--- config.mk ---
export PLATFORM = sky130hd
export DESIGN_NAME = rtc_top
export DESIGN_NICKNAME = d
export VERILOG_FILES = /design/src/design/rtc_pkg.sv /design/src/design/cal_if.sv /design/src/design/rtc_calendar.sv /design/src/design/rtc_top.sv
export SDC_FILE = /design/constraint.sdc
export NUM_CORES = 1
export LEC_CHECK = 0
export ABC_AREA = 0
export ABC_CLOCK_PERIOD_IN_PS = 4100
export BUFFER_PORTS_ARGS = -buffer_cell sky130_fd_sc_hd__clkbuf_2
export CAP_MARGIN = 0
export CORE_UTILIZATION = 50
export CTS_CLUSTER_DIAMETER = 200
export CTS_CLUSTER_SIZE = 40
export DETAILED_ROUTE_END_ITERATION = 8
export HOLD_SLACK_MARGIN = 0.03
export PLACE_DENSITY_LB_ADDON = 0.05
export SLEW_MARGIN = 25
export SYNTH_ARGS = -nofsm -noshare
export SYNTH_HDL_FRONTEND = slang
export SYNTH_SLANG_ARGS = --single-unit
--- constraint.sdc ---
create_clock -name hclk -period 4.1 [get_ports hclk]
set_clock_uncertainty 0.1 [all_clocks]
set_input_delay 0.82 -clock hclk [delete_from_list [all_inputs] [get_ports hclk]]
set_output_delay 0.82 -clock hclk [all_outputs]
set_load 0.01 [all_outputs]
--- src/design/rtc_pkg.sv ---
// Constants, register map and types of the real-time clock.
// Assumes a 50 MHz bus clock and a 32.768 kHz time base pin.
// Operation
// - Select 1 puts the seconds clock on the pin, select 0 the alarm pulse.
// - The pin is driven only while the output enable bit is set.
// - Time is hours, minutes and seconds at half-second resolution.
// - Hours run 00 to 23 with no AM/PM flag.
// - Date, month, year, weekday and leap years cover 2000 to 2099.
// - Every field is BCD, one decimal digit per nibble.
// - The time base is the oscillator pin or the external input.
// - Master clear leaves the time base and counters running.
// - The value pointer picks min/sec, weekday/hours, month/day or year.
// - A value window write steps its pointer down, stopping at 00.
// - At 00 the value window keeps showing minutes and seconds.
// - The alarm pointer picks min/sec, weekday/hours, month/day or none.
// - An alarm window write steps its pointer down, stopping at 00.
// - Any read of either window steps its pointer down, stopping at 00.
// - Value window writes are dropped unless the unlock bit is set.
package rtc_pkg;

    localparam logic [7:0]  OFF_CLOCK_CFG  = 8'h00;
    localparam logic [7:0]  OFF_VALUE_WIN  = 8'h04;
    localparam logic [7:0]  OFF_ALARM_CFG  = 8'h08;
    localparam logic [7:0]  OFF_ALARM_WIN  = 8'h0C;
    localparam logic [7:0]  OFF_UNLOCK_KEY = 8'h10;
    localparam logic [7:0]  OFF_PAD_CFG    = 8'h14;
    localparam logic [7:0]  OFF_TB_SEL     = 8'h18;

    localparam int          CFG_ENABLE_BIT = 15;
    localparam int          CFG_UNLOCK_BIT = 13;
    localparam int          CFG_OE_BIT     = 10;
    localparam int          PAD_SECSEL_BIT = 1;
    localparam int          PAD_TTL_BIT    = 0;

    localparam logic [1:0]  PTR_MINSEC     = 2'h0;
    localparam logic [1:0]  PTR_WDHR       = 2'h1;
    localparam logic [1:0]  PTR_MONDAY     = 2'h2;
    localparam logic [1:0]  PTR_YEAR       = 2'h3;

    localparam logic [7:0]  KEY_FIRST      = 8'h55;
    localparam logic [7:0]  KEY_SECOND     = 8'hAA;
    localparam int          CLK_PERIOD_PS  = 20000;
    localparam int          INSTR_CYCLE_PS = 62500;
    localparam logic [2:0]  KEY_OPEN_CYCLES =
        3'(INSTR_CYCLE_PS / CLK_PERIOD_PS);

    localparam int          TB_FREQ_HZ     = 32768;
    localparam int          HALF_SEC_EDGES = TB_FREQ_HZ / 2;

    localparam logic [7:0]  SEC_LAST       = 8'h59;
    localparam logic [7:0]  MIN_LAST       = 8'h59;
    localparam logic [7:0]  HR_LAST        = 8'h23;
    localparam logic [7:0]  WDAY_LAST      = 8'h06;
    localparam logic [7:0]  MONTH_LAST     = 8'h12;
    localparam logic [7:0]  YEAR_LAST      = 8'h99;
    localparam logic [7:0]  FIRST_ONE      = 8'h01;
    localparam logic [7:0]  BCD_ZERO       = 8'h00;
    localparam logic [7:0]  MONTH_FEB      = 8'h02;
    localparam logic [7:0]  DAYS_31        = 8'h31;
    localparam logic [7:0]  DAYS_30        = 8'h30;
    localparam logic [7:0]  DAYS_29        = 8'h29;
    localparam logic [7:0]  DAYS_28        = 8'h28;
    localparam logic [7:0]  WDAY_RESET     = 8'h06;

    typedef enum logic [1:0] {KEY_IDLE, KEY_GOT_FIRST, KEY_OPEN} key_state_t;

endpackage : rtc_pkg

--- src/design/cal_if.sv ---
// Counter writes and values between bus side and calendar.
// Assumes both ends run on the bus clock.
`timescale 1ns/1ps
`default_nettype none
interface cal_if;
    logic        tick;     // Half-second advance
    logic        wr;
    logic [1:0]  wr_idx;
    logic        wr_hi;
    logic        wr_lo;
    logic [15:0] wr_data;
    logic        half;     // Second half of the second
    logic [7:0]  sec;
    logic [7:0]  min;
    logic [7:0]  hr;
    logic [7:0]  wday;
    logic [7:0]  day;
    logic [7:0]  month;
    logic [7:0]  year;

    modport ctrl (output tick, wr, wr_idx, wr_hi, wr_lo, wr_data,
                  input half, sec, min, hr, wday, day, month, year);
    modport cal  (input tick, wr, wr_idx, wr_hi, wr_lo, wr_data,
                  output half, sec, min, hr, wday, day, month, year);
endinterface : cal_if
`default_nettype wire

--- src/design/rtc_calendar.sv ---
// BCD time and calendar counters advanced by half-second ticks.
// Assumes ticks and writes are synchronous to hclk.
`timescale 1ns/1ps
`default_nettype none
module rtc_calendar (
    input  wire logic hclk,    // Bus clock
    input  wire logic hresetn, // Power-on reset, active low
    cal_if.cal        c        // Counter port
);
    typedef struct packed {
        logic       half;
        logic [7:0] sec;
        logic [7:0] min;
        logic [7:0] hr;
        logic [7:0] wday;
        logic [7:0] day;
        logic [7:0] month;
        logic [7:0] year;
    } cal_state_t;

    cal_state_t r_r;
    cal_state_t r_nxt;

    function automatic logic [7:0] bcd_inc(input logic [7:0] v);
        if (v[3:0] == 4'h9)
            return {4'(v[7:4] + 4'h1), 4'h0};
        else
            return {v[7:4], 4'(v[3:0] + 4'h1)};
    endfunction : bcd_inc

    function automatic logic [7:0] month_last(input logic [7:0] m,
                                              input logic [7:0] y);
        logic leap;
        leap = y[4] ? (y[3:0] == 4'h2 || y[3:0] == 4'h6)
                    : (y[3:0] == 4'h0 || y[3:0] == 4'h4 || y[3:0] == 4'h8);
        if (m == rtc_pkg::MONTH_FEB)
            return leap ? rtc_pkg::DAYS_29 : rtc_pkg::DAYS_28;
        else if (m == 8'h04 || m == 8'h06 || m == 8'h09 || m == 8'h11)
            return rtc_pkg::DAYS_30;
        else
            return rtc_pkg::DAYS_31;
    endfunction : month_last

    always_comb
    begin
        r_nxt = r_r;
        if (c.wr)
        begin
            case (c.wr_idx)
                rtc_pkg::PTR_MINSEC:
                begin
                    if (c.wr_hi) r_nxt.min = c.wr_data[15:8];
                    if (c.wr_lo)
                    begin
                        r_nxt.sec  = c.wr_data[7:0];
                        r_nxt.half = 1'b0;
                    end
                end
                rtc_pkg::PTR_WDHR:
                begin
                    if (c.wr_hi) r_nxt.wday = c.wr_data[15:8];
                    if (c.wr_lo) r_nxt.hr = c.wr_data[7:0];
                end
                rtc_pkg::PTR_MONDAY:
                begin
                    if (c.wr_hi) r_nxt.month = c.wr_data[15:8];
                    if (c.wr_lo) r_nxt.day = c.wr_data[7:0];
                end
                default:
                begin
                    if (c.wr_lo) r_nxt.year = c.wr_data[7:0];
                end
            endcase
        end
        else if (c.tick)
        begin
            r_nxt.half = ~r_r.half;
            if (r_r.half)
            begin
                r_nxt.sec = bcd_inc(r_r.sec);
                if (r_r.sec == rtc_pkg::SEC_LAST)
                begin
                    r_nxt.sec = rtc_pkg::BCD_ZERO;
                    r_nxt.min = bcd_inc(r_r.min);
                    if (r_r.min == rtc_pkg::MIN_LAST)
                    begin
                        r_nxt.min = rtc_pkg::BCD_ZERO;
                        r_nxt.hr  = bcd_inc(r_r.hr);
                        if (r_r.hr == rtc_pkg::HR_LAST)
                        begin
                            r_nxt.hr   = rtc_pkg::BCD_ZERO;
                            r_nxt.wday = (r_r.wday == rtc_pkg::WDAY_LAST)
                                ? rtc_pkg::BCD_ZERO : bcd_inc(r_r.wday);
                            r_nxt.day  = bcd_inc(r_r.day);
                            if (r_r.day == month_last(r_r.month, r_r.year))
                            begin
                                r_nxt.day   = rtc_pkg::FIRST_ONE;
                                r_nxt.month = bcd_inc(r_r.month);
                                if (r_r.month == rtc_pkg::MONTH_LAST)
                                begin
                                    r_nxt.month = rtc_pkg::FIRST_ONE;
                                    r_nxt.year  =
                                        (r_r.year == rtc_pkg::YEAR_LAST)
                                        ? rtc_pkg::BCD_ZERO
                                        : bcd_inc(r_r.year);
                                end
                            end
                        end
                    end
                end
            end
        end
    end

    // Only power-on reset touches the time
    always_ff @(posedge hclk or negedge hresetn)
    begin
        if (!hresetn)
        begin
            r_r       <= '0;
            r_r.wday  <= rtc_pkg::WDAY_RESET;
            r_r.day   <= rtc_pkg::FIRST_ONE;
            r_r.month <= rtc_pkg::FIRST_ONE;
        end
        else
            r_r <= r_nxt;
    end

    assign c.half  = r_r.half;
    assign c.sec   = r_r.sec;
    assign c.min   = r_r.min;
    assign c.hr    = r_r.hr;
    assign c.wday  = r_r.wday;
    assign c.day   = r_r.day;
    assign c.month = r_r.month;
    assign c.year  = r_r.year;
endmodule : rtc_calendar
`default_nettype wire

--- src/design/rtc_top.sv ---
// Real-time clock with pointer windows on an AHB-Lite slave.
// Assumes time base pins synchronous to hclk, slower than hclk/2.
//
// Design decisions made here: the placing of the registers and register access over AHB-Lite.
`timescale 1ns/1ps
`default_nettype none
module rtc_top #(
    parameter int HALF_SEC_EDGES = rtc_pkg::HALF_SEC_EDGES
) (
    input  wire logic        hclk,                    // Bus clock
    input  wire logic        hresetn,                 // Power-on reset
    input  wire logic        hsel,                    // Slave select
    input  wire logic [31:0] haddr,                   // Byte address
    input  wire logic [1:0]  htrans,                  // Transfer type
    input  wire logic        hwrite,                  // Write flag
    input  wire logic [2:0]  hsize,                   // Transfer size
    input  wire logic [31:0] hwdata,                  // Write data
    input  wire logic        hready,                  // Bus ready
    output logic      [31:0] hrdata,                  // Read data
    output logic             hreadyout,               // Slave ready
    output logic             hresp,                   // Always OKAY
    input  wire logic        secondary_oscillator,    // Time base source 0
    input  wire logic        external_timebase_input, // Time base source 1
    input  wire logic        master_clear_pin_n,      // Master clear pin
    output logic             clock_out,               // Seconds or alarm
    output logic             clock_out_en             // Pin drive enable
);
    typedef struct packed {
        logic                    dp_write;
        logic [7:0]              dp_addr;
        logic [31:0]             rdata;
        logic                    enable;
        logic                    unlock;
        logic                    oe;
        logic [1:0]              vptr;
        logic [7:0]              cal;
        logic [1:0]              aptr;
        logic [7:0]              a_min;
        logic [7:0]              a_sec;
        logic [7:0]              a_wd;
        logic [7:0]              a_hr;
        logic [7:0]              a_mon;
        logic [7:0]              a_day;
        logic                    secsel;
        logic                    ttl;
        logic                    tb_sel;
        rtc_pkg::key_state_t     key;
        logic [2:0]              key_cnt;
        logic                    tb_cur;
        logic                    tb_prev;
        logic [15:0]             tb_cnt;
        logic                    out;
        logic                    out_en;
        logic                    ready;
    } top_state_t;

    localparam logic [15:0] HALF_LAST = 16'(HALF_SEC_EDGES - 1);

    top_state_t r_r;
    top_state_t r_nxt;
    cal_if      c ();

    rtc_calendar u_calendar (
        .hclk    (hclk),
        .hresetn (hresetn),
        .c       (c)
    );

    logic        addr_ok;
    logic        wr_go;
    logic [7:0]  wb;
    logic        alarm_hit;

    always_comb
    begin
        r_nxt     = r_r;
        addr_ok   = hsel && htrans[1] && hready
                    && hsize == 3'h2 && haddr[31:8] == 24'h0;
        wr_go     = r_r.dp_write;
        wb        = hwdata[7:0];
        c.tick    = 1'b0;
        c.wr      = 1'b0;
        c.wr_idx  = r_r.vptr;
        c.wr_hi   = 1'b1;
        c.wr_lo   = 1'b1;
        c.wr_data = hwdata[15:0];
        alarm_hit = !c.half && c.sec == r_r.a_sec && c.min == r_r.a_min
                    && c.hr == r_r.a_hr;

        // Time base edges
        r_nxt.tb_cur  = r_r.tb_sel ? external_timebase_input
                                   : secondary_oscillator;
        r_nxt.tb_prev = r_r.tb_cur;
        if (r_r.enable && r_r.tb_cur && !r_r.tb_prev)
        begin
            if (r_r.tb_cnt == HALF_LAST)
            begin
                r_nxt.tb_cnt = '0;
                c.tick       = 1'b1;
            end
            else
                r_nxt.tb_cnt = 16'(r_r.tb_cnt + 16'h0001);
        end

        // Key window countdown
        if (r_r.key == rtc_pkg::KEY_OPEN)
        begin
            if (r_r.key_cnt <= 3'h1)
                r_nxt.key = rtc_pkg::KEY_IDLE;
            else
                r_nxt.key_cnt = 3'(r_r.key_cnt - 3'h1);
        end

        // Write data phase
        r_nxt.dp_write = 1'b0;
        if (wr_go)
        begin
            if (r_r.key == rtc_pkg::KEY_GOT_FIRST)
                r_nxt.key = rtc_pkg::KEY_IDLE;
            if (r_r.dp_addr == rtc_pkg::OFF_CLOCK_CFG)
            begin
                r_nxt.unlock = hwdata[rtc_pkg::CFG_UNLOCK_BIT]
                    && (r_r.unlock || r_r.key == rtc_pkg::KEY_OPEN);
                r_nxt.key = rtc_pkg::KEY_IDLE;
                if (r_r.unlock)
                    r_nxt.enable = hwdata[rtc_pkg::CFG_ENABLE_BIT];
                r_nxt.oe   = hwdata[rtc_pkg::CFG_OE_BIT];
                r_nxt.vptr = hwdata[9:8];
                r_nxt.cal  = wb;
            end
            else if (r_r.dp_addr == rtc_pkg::OFF_VALUE_WIN)
            begin
                c.wr = r_r.unlock;
                if (r_r.vptr != rtc_pkg::PTR_MINSEC)
                    r_nxt.vptr = 2'(r_r.vptr - 2'h1);
            end
            else if (r_r.dp_addr == rtc_pkg::OFF_ALARM_CFG)
                r_nxt.aptr = hwdata[9:8];
            else if (r_r.dp_addr == rtc_pkg::OFF_ALARM_WIN)
            begin
                case (r_r.aptr)
                    rtc_pkg::PTR_MINSEC:
                    begin
                        r_nxt.a_min = hwdata[15:8];
                        r_nxt.a_sec = wb;
                    end
                    rtc_pkg::PTR_WDHR:
                    begin
                        r_nxt.a_wd = hwdata[15:8];
                        r_nxt.a_hr = wb;
                    end
                    rtc_pkg::PTR_MONDAY:
                    begin
                        r_nxt.a_mon = hwdata[15:8];
                        r_nxt.a_day = wb;
                    end
                    default:
                    begin
                    end
                endcase
                if (r_r.aptr != rtc_pkg::PTR_MINSEC)
                    r_nxt.aptr = 2'(r_r.aptr - 2'h1);
            end
            else if (r_r.dp_addr == rtc_pkg::OFF_UNLOCK_KEY)
            begin
                if (wb == rtc_pkg::KEY_FIRST)
                    r_nxt.key = rtc_pkg::KEY_GOT_FIRST;
                else if (wb == rtc_pkg::KEY_SECOND
                         && r_r.key == rtc_pkg::KEY_GOT_FIRST)
                begin
                    r_nxt.key     = rtc_pkg::KEY_OPEN;
                    r_nxt.key_cnt = rtc_pkg::KEY_OPEN_CYCLES;
                end
                else
                    r_nxt.key = rtc_pkg::KEY_IDLE;
            end
            else if (r_r.dp_addr == rtc_pkg::OFF_PAD_CFG)
            begin
                r_nxt.secsel = hwdata[rtc_pkg::PAD_SECSEL_BIT];
                r_nxt.ttl    = hwdata[rtc_pkg::PAD_TTL_BIT];
            end
            else if (r_r.dp_addr == rtc_pkg::OFF_TB_SEL)
                r_nxt.tb_sel = hwdata[0];
        end

        // Address phase capture and read
        if (addr_ok)
        begin
            r_nxt.dp_write = hwrite;
            r_nxt.dp_addr  = haddr[7:0];
            r_nxt.rdata    = '0;
            if (!hwrite)
            begin
                if (haddr[7:0] == rtc_pkg::OFF_CLOCK_CFG)
                    r_nxt.rdata[15:0] = {r_r.enable, 1'b0, r_r.unlock, 1'b0,
                                         c.half, r_r.oe, r_r.vptr, r_r.cal};
                else if (haddr[7:0] == rtc_pkg::OFF_VALUE_WIN)
                begin
                    case (r_r.vptr)
                        rtc_pkg::PTR_MINSEC:
                            r_nxt.rdata[15:0] = {c.min, c.sec};
                        rtc_pkg::PTR_WDHR: r_nxt.rdata[15:0] = {c.wday, c.hr};
                        rtc_pkg::PTR_MONDAY:
                            r_nxt.rdata[15:0] = {c.month, c.day};
                        default: r_nxt.rdata[15:0] = {8'h00, c.year};
                    endcase
                    if (r_r.vptr != rtc_pkg::PTR_MINSEC)
                        r_nxt.vptr = 2'(r_r.vptr - 2'h1);
                end
                else if (haddr[7:0] == rtc_pkg::OFF_ALARM_CFG)
                    r_nxt.rdata[9:8] = r_r.aptr;
                else if (haddr[7:0] == rtc_pkg::OFF_ALARM_WIN)
                begin
                    case (r_r.aptr)
                        rtc_pkg::PTR_MINSEC:
                            r_nxt.rdata[15:0] = {r_r.a_min, r_r.a_sec};
                        rtc_pkg::PTR_WDHR:
                            r_nxt.rdata[15:0] = {r_r.a_wd, r_r.a_hr};
                        rtc_pkg::PTR_MONDAY:
                            r_nxt.rdata[15:0] = {r_r.a_mon, r_r.a_day};
                        default:
                            r_nxt.rdata[15:0] = 16'h0000;
                    endcase
                    if (r_r.aptr != rtc_pkg::PTR_MINSEC)
                        r_nxt.aptr = 2'(r_r.aptr - 2'h1);
                end
                else if (haddr[7:0] == rtc_pkg::OFF_PAD_CFG)
                    r_nxt.rdata[1:0] = {r_r.secsel, r_r.ttl};
                else if (haddr[7:0] == rtc_pkg::OFF_TB_SEL)
                    r_nxt.rdata[0] = r_r.tb_sel;
            end
        end

        // Master clear only drops a pending key
        if (!master_clear_pin_n)
            r_nxt.key = rtc_pkg::KEY_IDLE;

        // Output pin
        r_nxt.out_en = r_r.oe;
        r_nxt.out    = r_r.oe && (r_r.secsel ? c.half : alarm_hit);
        r_nxt.ready  = 1'b1;
    end

    always_ff @(posedge hclk or negedge hresetn)
    begin
        if (!hresetn)
            r_r <= '0;
        else
            r_r <= r_nxt;
    end

    assign hrdata       = r_r.rdata;
    assign hreadyout    = r_r.ready;
    assign hresp        = 1'b0;
    assign clock_out    = r_r.out;
    assign clock_out_en = r_r.out_en;
endmodule : rtc_top
`default_nettype wire

# == Word-level counts from Yosys, hierarchy flattened ==
# Cells that the tools add are included.
# totals
output_inout_bits,36
wordCells,280
in_bits,77
regBits,174
# classes
add_sub_neg,18
n_reduce_logical,66
muxes,96
magnitude_cmp,1
eq_ne,51
bitwise,7
# op_table
cell,count
2-to-1 mux 56 bit,3
2-to-1 mux 16 bit,10
2-to-1 mux 8 bit,20
2-to-1 mux 57 bit,2
case mux 16 bit (3 select lines),2
2-to-1 mux 68 bit,1
2-to-1 mux 58 bit,1
adder 4 x 1 -> 4 bit (second input constant),14
== test 8 x 5 -> 1 bit (second input constant),7
2-to-1 mux 53 bit,1
2-to-1 mux 2 bit,26
2-to-1 mux 50 bit,1
2-to-1 mux 48 bit,1
2-to-1 mux 41 bit,1
== test 8 x 3 -> 1 bit (second input constant),5
== test 8 x 4 -> 1 bit (second input constant),5
2-to-1 mux 40 bit,1
AND reduction 6 bit,6
== test 4 bit (second input constant),8
== test 8 bit,4
AND reduction 7 bit,4
== test 8 x 7 -> 1 bit (second input constant),3
logical NOT 24 bit,1
2-to-1 mux 24 bit,1
other kinds (37),111

# == Longest topological paths before layout ==
# Gate-level depths: netlist of run 1.
# depth
word_depth,20
mapped_depth,11
depth_no_buf,9

# == Modules after synthesis ==
# A second synthesis of run 1 with hierarchy kept.
# hier_totals
hier_cells,1114
hier_area_um2,10635.2
# by_module_without_submodules
mod,instances,cells_each,area_per_inst_um2
rtc_top,1,645,6641.4
rtc_calendar,1,469,3993.8

# == Least setup slack after synthesis of run 1 ==
# No wires, ideal clock.
# synth_path
path_type,reg-to-reg
startpoint,register u_calendar.r_r (netlist bit u_calendar.c.hr[4])
endpoint,register u_calendar.r_r (netlist bit u_calendar.c.year[7])
stages_incl_launch_ff,10
t_arrival_ns,2.595
path_slack_ns,1.327
setup_ns,0.078
path_cell_list,dfrtp_1 -> inv_1 -> ha_1 -> or4b_4 -> or2_4 -> or3_1 -> buf_6 -> or3_4 -> o31a_1 -> o2bb2ai_1
# synth_between
elab_chain_cells,3
# synth_rtl
element,line_no,rtl
from (decl),rtc_calendar.sv:21,cal_state_t r_r;
from (signal assigned),rtc_calendar.sv:126,r_r <= r_nxt;
== test 8 x 6 -> 1 bit,rtc_calendar.sv:89,if (r_r.hr == rtc_pkg::HR_LAST)
nonzero test 2 bit (no source line),n/a,
AND reduction 9 bit (no source line),n/a,
# No other way between the ends.
# A chain may end at the register's enable or synchronous reset.

# == Final worst setup path of run 1 ==
# layout_path
startpoint,register r_r[126] (netlist name)
endpoint,register u_calendar.r_r (netlist bit u_calendar.c.hr[4])
# layout_between
elab_chain_cells,6
word_cells_on_any_way,13
classes_between,eq/ne: 2; mux: 4; reduce/logical: 7
# layout_rtl
element,line_no,rtl
from (decl),rtc_top.sv:59,top_state_t r_r;
from (signal assigned),rtc_top.sv:249,r_r <= r_nxt;
== test 8 x 3 -> 1 bit,rtc_top.sv:131,else if (r_r.dp_addr == rtc_pkg::OFF_VALUE_WIN)
2-to-1 mux 1 bit,rtc_top.sv:131,
2-to-1 mux 1 bit *,rtc_top.sv:120,if (r_r.dp_addr == rtc_pkg::OFF_CLOCK_CFG)
2-to-1 mux 1 bit *,rtc_top.sv:116,if (wr_go)
"inequality test 2 x 1 -> 1 bit (no source line), or another cell as far along",n/a,
AND reduction 6 bit (no source line),n/a,
# Mark *: on every way between the ends. The rest lies on a longest branch, timed or not.

==> results of run 1 <==
## cell usage in the layout (no fill, tap or decap), drive strengths merged, types with 19 or more instances in the layout
master  count
a21oi      47
nand3      36
ha         24
nor3       19
xor2       24
buf        20
nand2      92
inv        43
nor2       78
o21ai      81
mux2       78
dfrtp     170
mux2i      32
clkbuf     94
## kinds of logic after synthesis
kind of cell	share of synthesized area, %
other	0.0713
adders and majority gates	2.85
xor gates and xnor gates	2.91
DFF	41.4
and+or+nand+nor	18.8
AOI/OAI and AO/OA	15.3
muxes	13.1
buffers and inverters	5.57
## registers in the layout, summed over array words and instances, names as in the netlist, 2 cells and up
name,cells
hrdata,16
r_r,93
u_calendar.c.sec,8
u_calendar.c.hr,8
c.wr_idx,2
r_nxt,2
u_calendar.c.wday,8
u_calendar.c.day,8
u_calendar.c.month,8
u_calendar.c.year,8
u_calendar.c.min,8
## path summary, 6_finish.rpt
path,cells after the start,end,slack [ps]
worst max-delay path,6,u_calendar.c.hr[4],780
min in group asynchronous,1,hrdata[7],360
max in group asynchronous,2,u_calendar.c.day[0],2720
worst min-delay path,0,clock_out_en,320
worst max register to register,6,u_calendar.c.hr[4],780
worst min register to register,0,clock_out_en,320
## routing by layer
| metal | share of wire (%) | GRT usage (%) | vias to the layer above |
|---|---|---|---|
| met1 | 48 | 40.4 | 4134 |
| li1 | - | - | 4032 |
| met4 | 2.2 | 8.40 | 0 |
| met2 | 46 | 42.1 | 249 |
| met3 | 4.7 | 3.85 | 39 |
| met5 | 0 | 0 | - |
## critical path, delay by kind of cell, from the launching register on
kind,cells,cell delay [ps]
AO/OA/AOI/OAI,1,290
AND/OR/NAND/NOR,4,1980
multiplexers,1,310
flip-flops,1,510
## area by class of cell
cell class                      instances  area, um^2
Tap cell                              270         338
Clock inverter                         15         165
Multi-Input combinational cell        812        5650
Inverter                               33         124
Sequential cell                       174        4360
Fill cell                            1819        8820
Timing Repair Buffer                   97         552
Clock buffer                           17         425
## through the flow
stage          setup slack, ps  hold slack, ps  area [um^2]
5_1_grt                    571             337        11600
4_1_cts                    871             322        11600
3_3_place_gp               963             295        11000
2_1_floorplan             1330             268        10600
3_5_place_dp               899             292        11000
6_report                   784             322        11600
## report_power, final
group          internal [mW]  total, mW  leakage, nW  switching [mW]
Combinational         0.0679      0.190         2.75           0.123
Sequential              1.75       1.78         2.10          0.0353
Clock                  0.823       1.64        0.287           0.813
Total                   2.64       3.61         5.13           0.971
==> results by stage, run 1 <==
Power:
- Overall power consumption after layout is estimated at 3.61 mW.
- The maximum ir drop on the vdd rail is 0.245 mV.
- The static power due to leakage is 5.13 nW.
- The power density over cell area is 311 nW/um^2.

Setup path:
- The maximum cell stage delay along the critical path is 750 ps.
- STA puts the critical path data required time at 4320 ps.
- By startpoint and endpoint, the worst setup path is classified as reg -> reg.
- The maximum fanout along the worst path is 9.
- Traced cell by cell, the critical path runs through nor4b_2 -> nand4b_1 -> nor3_1 -> a31o_2 -> nand2_1 -> mux2_2.
- Data arrives at the worst endpoint at 3540 ps.
- The worst setup path is captured at a register.
- STA classifies the critical path startpoint as a register.
- The startpoint identified for the worst register-to-register timing path is r_r[126].
- Tracing the worst setup path back leads to its startpoint at r_r[126].
- The cell with the largest stage delay on the worst path is sky130_fd_sc_hd__nor3_1.

Placed design:
- The number of port buffers is 78.
- The placed wire-length estimate is 21000 um.
- The placed cell count is 1386.
- The routability congestion estimate is 0.913.

Yosys:
- Yosys mapped the design onto 83 distinct sky130hd cell types.
- sky130_fd_sc_hd__dfrtp_1 is the most common cell in the netlist.
- The average instance in the mapped netlist occupies 9.67 um^2.
- Synthesis inferred 174 register bits.
- The biggest area consumer among synthesized cells is sky130_fd_sc_hd__dfrtp_1.
- The synthesized design contains 0 enable-type register cells.
- Among all flip-flop cells after synthesis, the most frequent one is sky130_fd_sc_hd__dfrtp_1.
- Summing the sequential cell areas from Yosys gives 41.4% of the chip area.
- In this run the cell area of the synthesized design comes to 10500 um^2.
- The async set or reset register ratio after synthesis is 100%.
- Sorting the synthesized cells by how often they occur yields sky130_fd_sc_hd__dfrtp_1 (170), sky130_fd_sc_hd__nand2_1 (92), sky130_fd_sc_hd__mux2_2 (78), sky130_fd_sc_hd__nor2_1 (78), sky130_fd_sc_hd__o21ai_0 (77).
- In this run the biggest area consumer among cell types represents 40.4% of the synthesized area.
- The instance count of the mapped netlist is 1089.
- The warning count from the yosys run is 0.
- Sorting the synthesized cells by area gives the leading types as sky130_fd_sc_hd__dfrtp_1 (40%), sky130_fd_sc_hd__mux2_2 (8.3%), sky130_fd_sc_hd__o21ai_0 (3.7%).

Clock network:
- The count of clock tree sinks is 174.
- The clock insertion delay at the later pin of the skew report is 440 ps.
- The H-tree was split into 4 levels.
- The post-CTS repair timing setup buffer count is 0.
- The root buffer selected by CTS is sky130_fd_sc_hd__clkbuf_16.
- After clock tree synthesis, the flow added hold-fix buffers numbering 0.
- The number of buffers added by the clock tree synthesis step is 17.
- The clock-pin slew of the registers on the worst-case setup and hold paths is 80 ps.
- In this run, post-CTS repair resized a total of 0 instances.
- No sink is reached through more buffers than the 2 on the longest clock path.
- The CTS tree is done.

Layout:
- Cells with a size suffix above 1 make up 20.8% of the layout.
- The final-stage net count is 1236.
- Cells fill 56.8% of the core in the end.
- Compared with the post-synthesis result, the final layout area differs by 10.2%.
- The non-filler instance count after layout is 1418.
- The number of antenna diodes in the final layout is 0.

Floorplanning:
- During I/O placement, the number of pins put on the boundary was 113.
- The floorplan die area is 21700 um^2.
- Once the floorplan was initialized, standard cells occupied 51.6% of the core.
- The die boundary height is 147 um.
- The floorplan has 52 rows.
- The die is 147 um wide.
- In this run the standard cell core region covers 20400 um^2.

Timing:
- The final clock period utilization by the worst path is 80.9%.
- The max-slew violation count came to 0.
- The sum of negative setup slack is 0 ps.
- Setup violations remaining at the end of the flow were counted as 0.
- The hold violation count in the final report is 0.
- Static timing analysis puts the maximum clock frequency at 0.302 GHz.
- The minimum clock period after layout is 3320 ps.
- The transition time at the pin with the least slew margin is 1030 ps.
- Setup repair after global routing left no endpoint under its margin.
- The headroom to the max-slew limit is 31.6%.

Run:
- The tool flagged a number of max-cap violations equal to 0.

Routing:
- The first routing iteration left 595 violations.
- Once detail routing completed, the nets flagged for antenna violations numbered 0.
- The count of unresolved DRC violations after routing is 0.
- The number of vias per cell is 5.96.
- The first-pass detailed-route iteration total is 5.
- The via count is 8454.
- After detailed routing, the total wire length is 28600 um.
- Dividing the detail-routed wire length by the instance count gives 20.1 um.

GRT:
- Global routing finished with a remaining overflow of 0.
- The first global-routing pass estimated 45700 um of wire.
- The initial antenna violation count is 0.
- Global routing consumed, over all layers together, 27.5% of the routing resources.
- The number of global-route vias before repair is 8067.
- Entering global routing, the biggest net connects 84 pins.

Hold path:
- The tightest min-delay check is of the reg -> reg type.
- The startpoint of the lowest-slack hold path is r_nxt[1].

Outcome:
- The run finished with clean final reports.
No activity file was read; power rests on OpenSTA's default activity.
==> inputs of run 2 (changes only) <==
ABC_CLOCK_PERIOD_IN_PS = 3000   (was 4100)
clock period = 3 ns   (was 4.1 ns; I/O delays follow)
==> results by stage, run 2 (synthesized netlist as in run 1, its figures left out) <==
Floorplanning:
- The die boundary height is 147 um (unchanged).
- The placeable core region is 20400 um^2 (unchanged).
- The I/O pin count is 113 (unchanged).
- The die width came to 147 um (unchanged).
- The floorplan die area is 21700 um^2 (unchanged).
- The placement row count was 52 (unchanged).
- The starting density of the core was 51.6% (unchanged).

Clock network:
- The H-tree level count came to 4 (unchanged).
- The CTS tree is done.
- The count of instances resized after the clock tree is built is 0 (unchanged).
- The clock insertion delay at the later pin of the skew report was 440 ps (about the same).
- The number of buffers added by the clock tree synthesis step is 17 (unchanged).
- The deepest clock path buffer count is 2 (unchanged).
- The cts-stage hold buffer count is 0 (unchanged).
- The tree is rooted in a sky130_fd_sc_hd__clkbuf_16.
- The clock-pin slew of the registers on the worst-case setup and hold paths was 70 ps (about the same).
- The count of clock tree sinks is 174 (unchanged).
- The post-CTS repair timing setup buffer count came to 0 (unchanged).

Layout:
- The commonest non-fill, non-tap cell in the layout is sky130_fd_sc_hd__dfrtp_1.
- The signed area change from the synthesized netlist to the final layout is 14.4%.
- The layout filler cell count is 1828 (+0.49%).
- The final-stage net count is 1289 (+4.3%).
- The post-route core utilization came to 59.0% (+2.1 points).
- The number of antenna cells inserted is 0 (unchanged).
- The number of flip-flops under the largest register name was 93 (unchanged).
- The total non-filler cell area in the finished layout is 12100 um^2 (+3.8%).
- In the layout the commonest cells are sky130_fd_sc_hd__dfrtp_1 (170), sky130_fd_sc_hd__nand2_1 (92), sky130_fd_sc_hd__nor2_1 (78), sky130_fd_sc_hd__mux2_2 (78).
- The register containing the most flip-flops in the final layout is r_r.
- The non-filler instance count after layout is 1471 (+3.7%).
- The proportion of layout cells with a drive suffix above 1 is 24.3% (+3.5 points).

Routing:
- The count of unresolved DRC violations after routing came to 0 (unchanged).
- The number of design-rule violations left by the first detailed-router iteration is 599 (+0.67%).
- The number of vias per cell was 5.92 (-0.74%).
- The residual antenna-violating net count after detailed routing is 0 (unchanged).
- The average wire per cell in the routed design is 20.1 um (-0.23%).
- The via count is 8705 (+3.0%).
- The total length of routed wires is 29600 um (+3.5%).
- The first-pass detailed-route iteration total is 5 (unchanged).

GRT:
- The total routing resource utilization after global routing is 28.2% (+0.67 points).
- The global-route congestion overflow total was 0 (unchanged).
- The initial antenna violation count is 0 (unchanged).
- The number of global-route vias before repair is 8322 (+3.2%).
- The wire length of the first global-routing pass came to 46600 um (+2.1%).
- The pin count of the biggest net entering global routing is 61 (-27%).

Timing:
- The number of setup violations in the final report is 0 (unchanged).
- The final clock period utilization by the worst path is 96.8% (+16 points).
- The smallest setup slack after layout is 96.3 ps (-687 ps).
- The minimum clock period after layout is 2900 ps (-413 ps).
- The transition time at the pin with the least slew margin is 770 ps (-255 ps).
- The minimum hold slack came to 37.2 ps (-285 ps).
- The sum of negative setup slack is 0 ps (unchanged).
- The highest achievable clock rate came to 0.344 GHz (+14%).
- The max-slew violation count is 0 (unchanged).
- The headroom to the max-slew limit is 48.6% (+17 points).
- The hold violation count in the final report was 0 (unchanged).
- Setup repair after global routing left no endpoint under its margin.

Placed design:
- The post-place setup slack is 106 ps (-793 ps).
- The number of port buffers is 78 (unchanged).
- The routability congestion estimate is 0.894 (-2.1%).
- The placed cell count is 1439 (+3.8%).
- The placed wire-length estimate is 22000 um (+4.7%).
- The placement-stage cell area is 11400 um^2 (+3.7%).

Power:
- The power density over cell area is 417 nW/um^2 (+34%).
- The static power due to leakage was 5.41 nW (+5.3%).
- The maximum ir drop on the vdd rail came to 0.375 mV (+53%).
- The total power consumption of the routed design is 5.02 mW (+39%).

Outcome:
- The run finished with clean final reports.

Hold path:
- The worst hold path class is in -> async.

Setup path:
- The arrival time at the worst endpoint is 3160 ps (-380 ps).
- The maximum fanout along the worst path is 8 (-1).
- The critical path required time is 3260 ps (-1060 ps).
- The number of cells traversed by the worst register-to-register path was 8 (+2).
- The startpoint type of the worst setup path is a register.
- The critical path in this run is classified as reg -> reg.
- The kind of capture point of the worst setup path is a register.

Run:
- The max-capacitance violation count came to 0 (unchanged).
-- run 2: cell count changes in the layout (fill, tap and decap cells not counted), sizes merged --
cell | before | now
buf | 20 | 73
clkinv | 4 | 7
inv | 43 | 39
bufinv | 0 | 1
-- run 2: final timing paths --
path | slack [ps] | from | to
max reg2reg | 100 | u_calendar.c.hr[4] | u_calendar.c.year[7]
max | 100 | u_calendar.c.hr[4] | u_calendar.c.year[7]
min in group hclk | 290 | hwrite | wr_go
min reg2reg | 320 | r_nxt[19] | r_r[19]
min | 40 | hresetn | r_r[124]
max in group asynchronous | 1960 | hresetn | u_calendar.c.day[0]
-- run 2: area by class of cell --
| type | instances | area [um^2] | share of cell area [%] |
|---|---|---|---|
| Inverter | 33 | 124 | 1.03 |
| Multi-Input combinational cell | 812 | 5650 | 46.9 |
| Tap cell | 270 | 338 | 2.80 |
| Clock buffer | 17 | 425 | 3.53 |
| Clock inverter | 15 | 194 | 1.61 |
| Timing Repair Buffer | 150 | 962 | 7.98 |
| Sequential cell | 174 | 4360 | 36.2 |
-- run 2: layer usage --
metal  track usage, %  vias up  wire (um)  share of wire (%)
li1                 -     4135          -                  -
met1             40.8     4308      14200                 48
met2             43.6      227      13400                 45
met3             3.79       35       1240                4.2
met4             9.23        0        675                2.3
met5                0        -          0                  0
-- run 2: critical path: stages, from the launching register on --
cell and delay (ps):
sky130_fd_sc_hd__dfrtp_1 380, sky130_fd_sc_hd__inv_1 60, sky130_fd_sc_hd__ha_1 140, sky130_fd_sc_hd__or4b_4 480, sky130_fd_sc_hd__or2_4 280, sky130_fd_sc_hd__or3_1 510, sky130_fd_sc_hd__or3_4 480, sky130_fd_sc_hd__o31a_1 280
sky130_fd_sc_hd__o2bb2ai_1 130
-- run 2: report_power, final --
part	switching (mW)	internal, mW	leakage (nW)	total, mW
Sequential	0.0492	2.39	2.10	2.44
Combinational	0.170	0.0975	3.01	0.268
Clock	1.11	1.21	0.298	2.32
Total	1.33	3.69	5.41	5.02
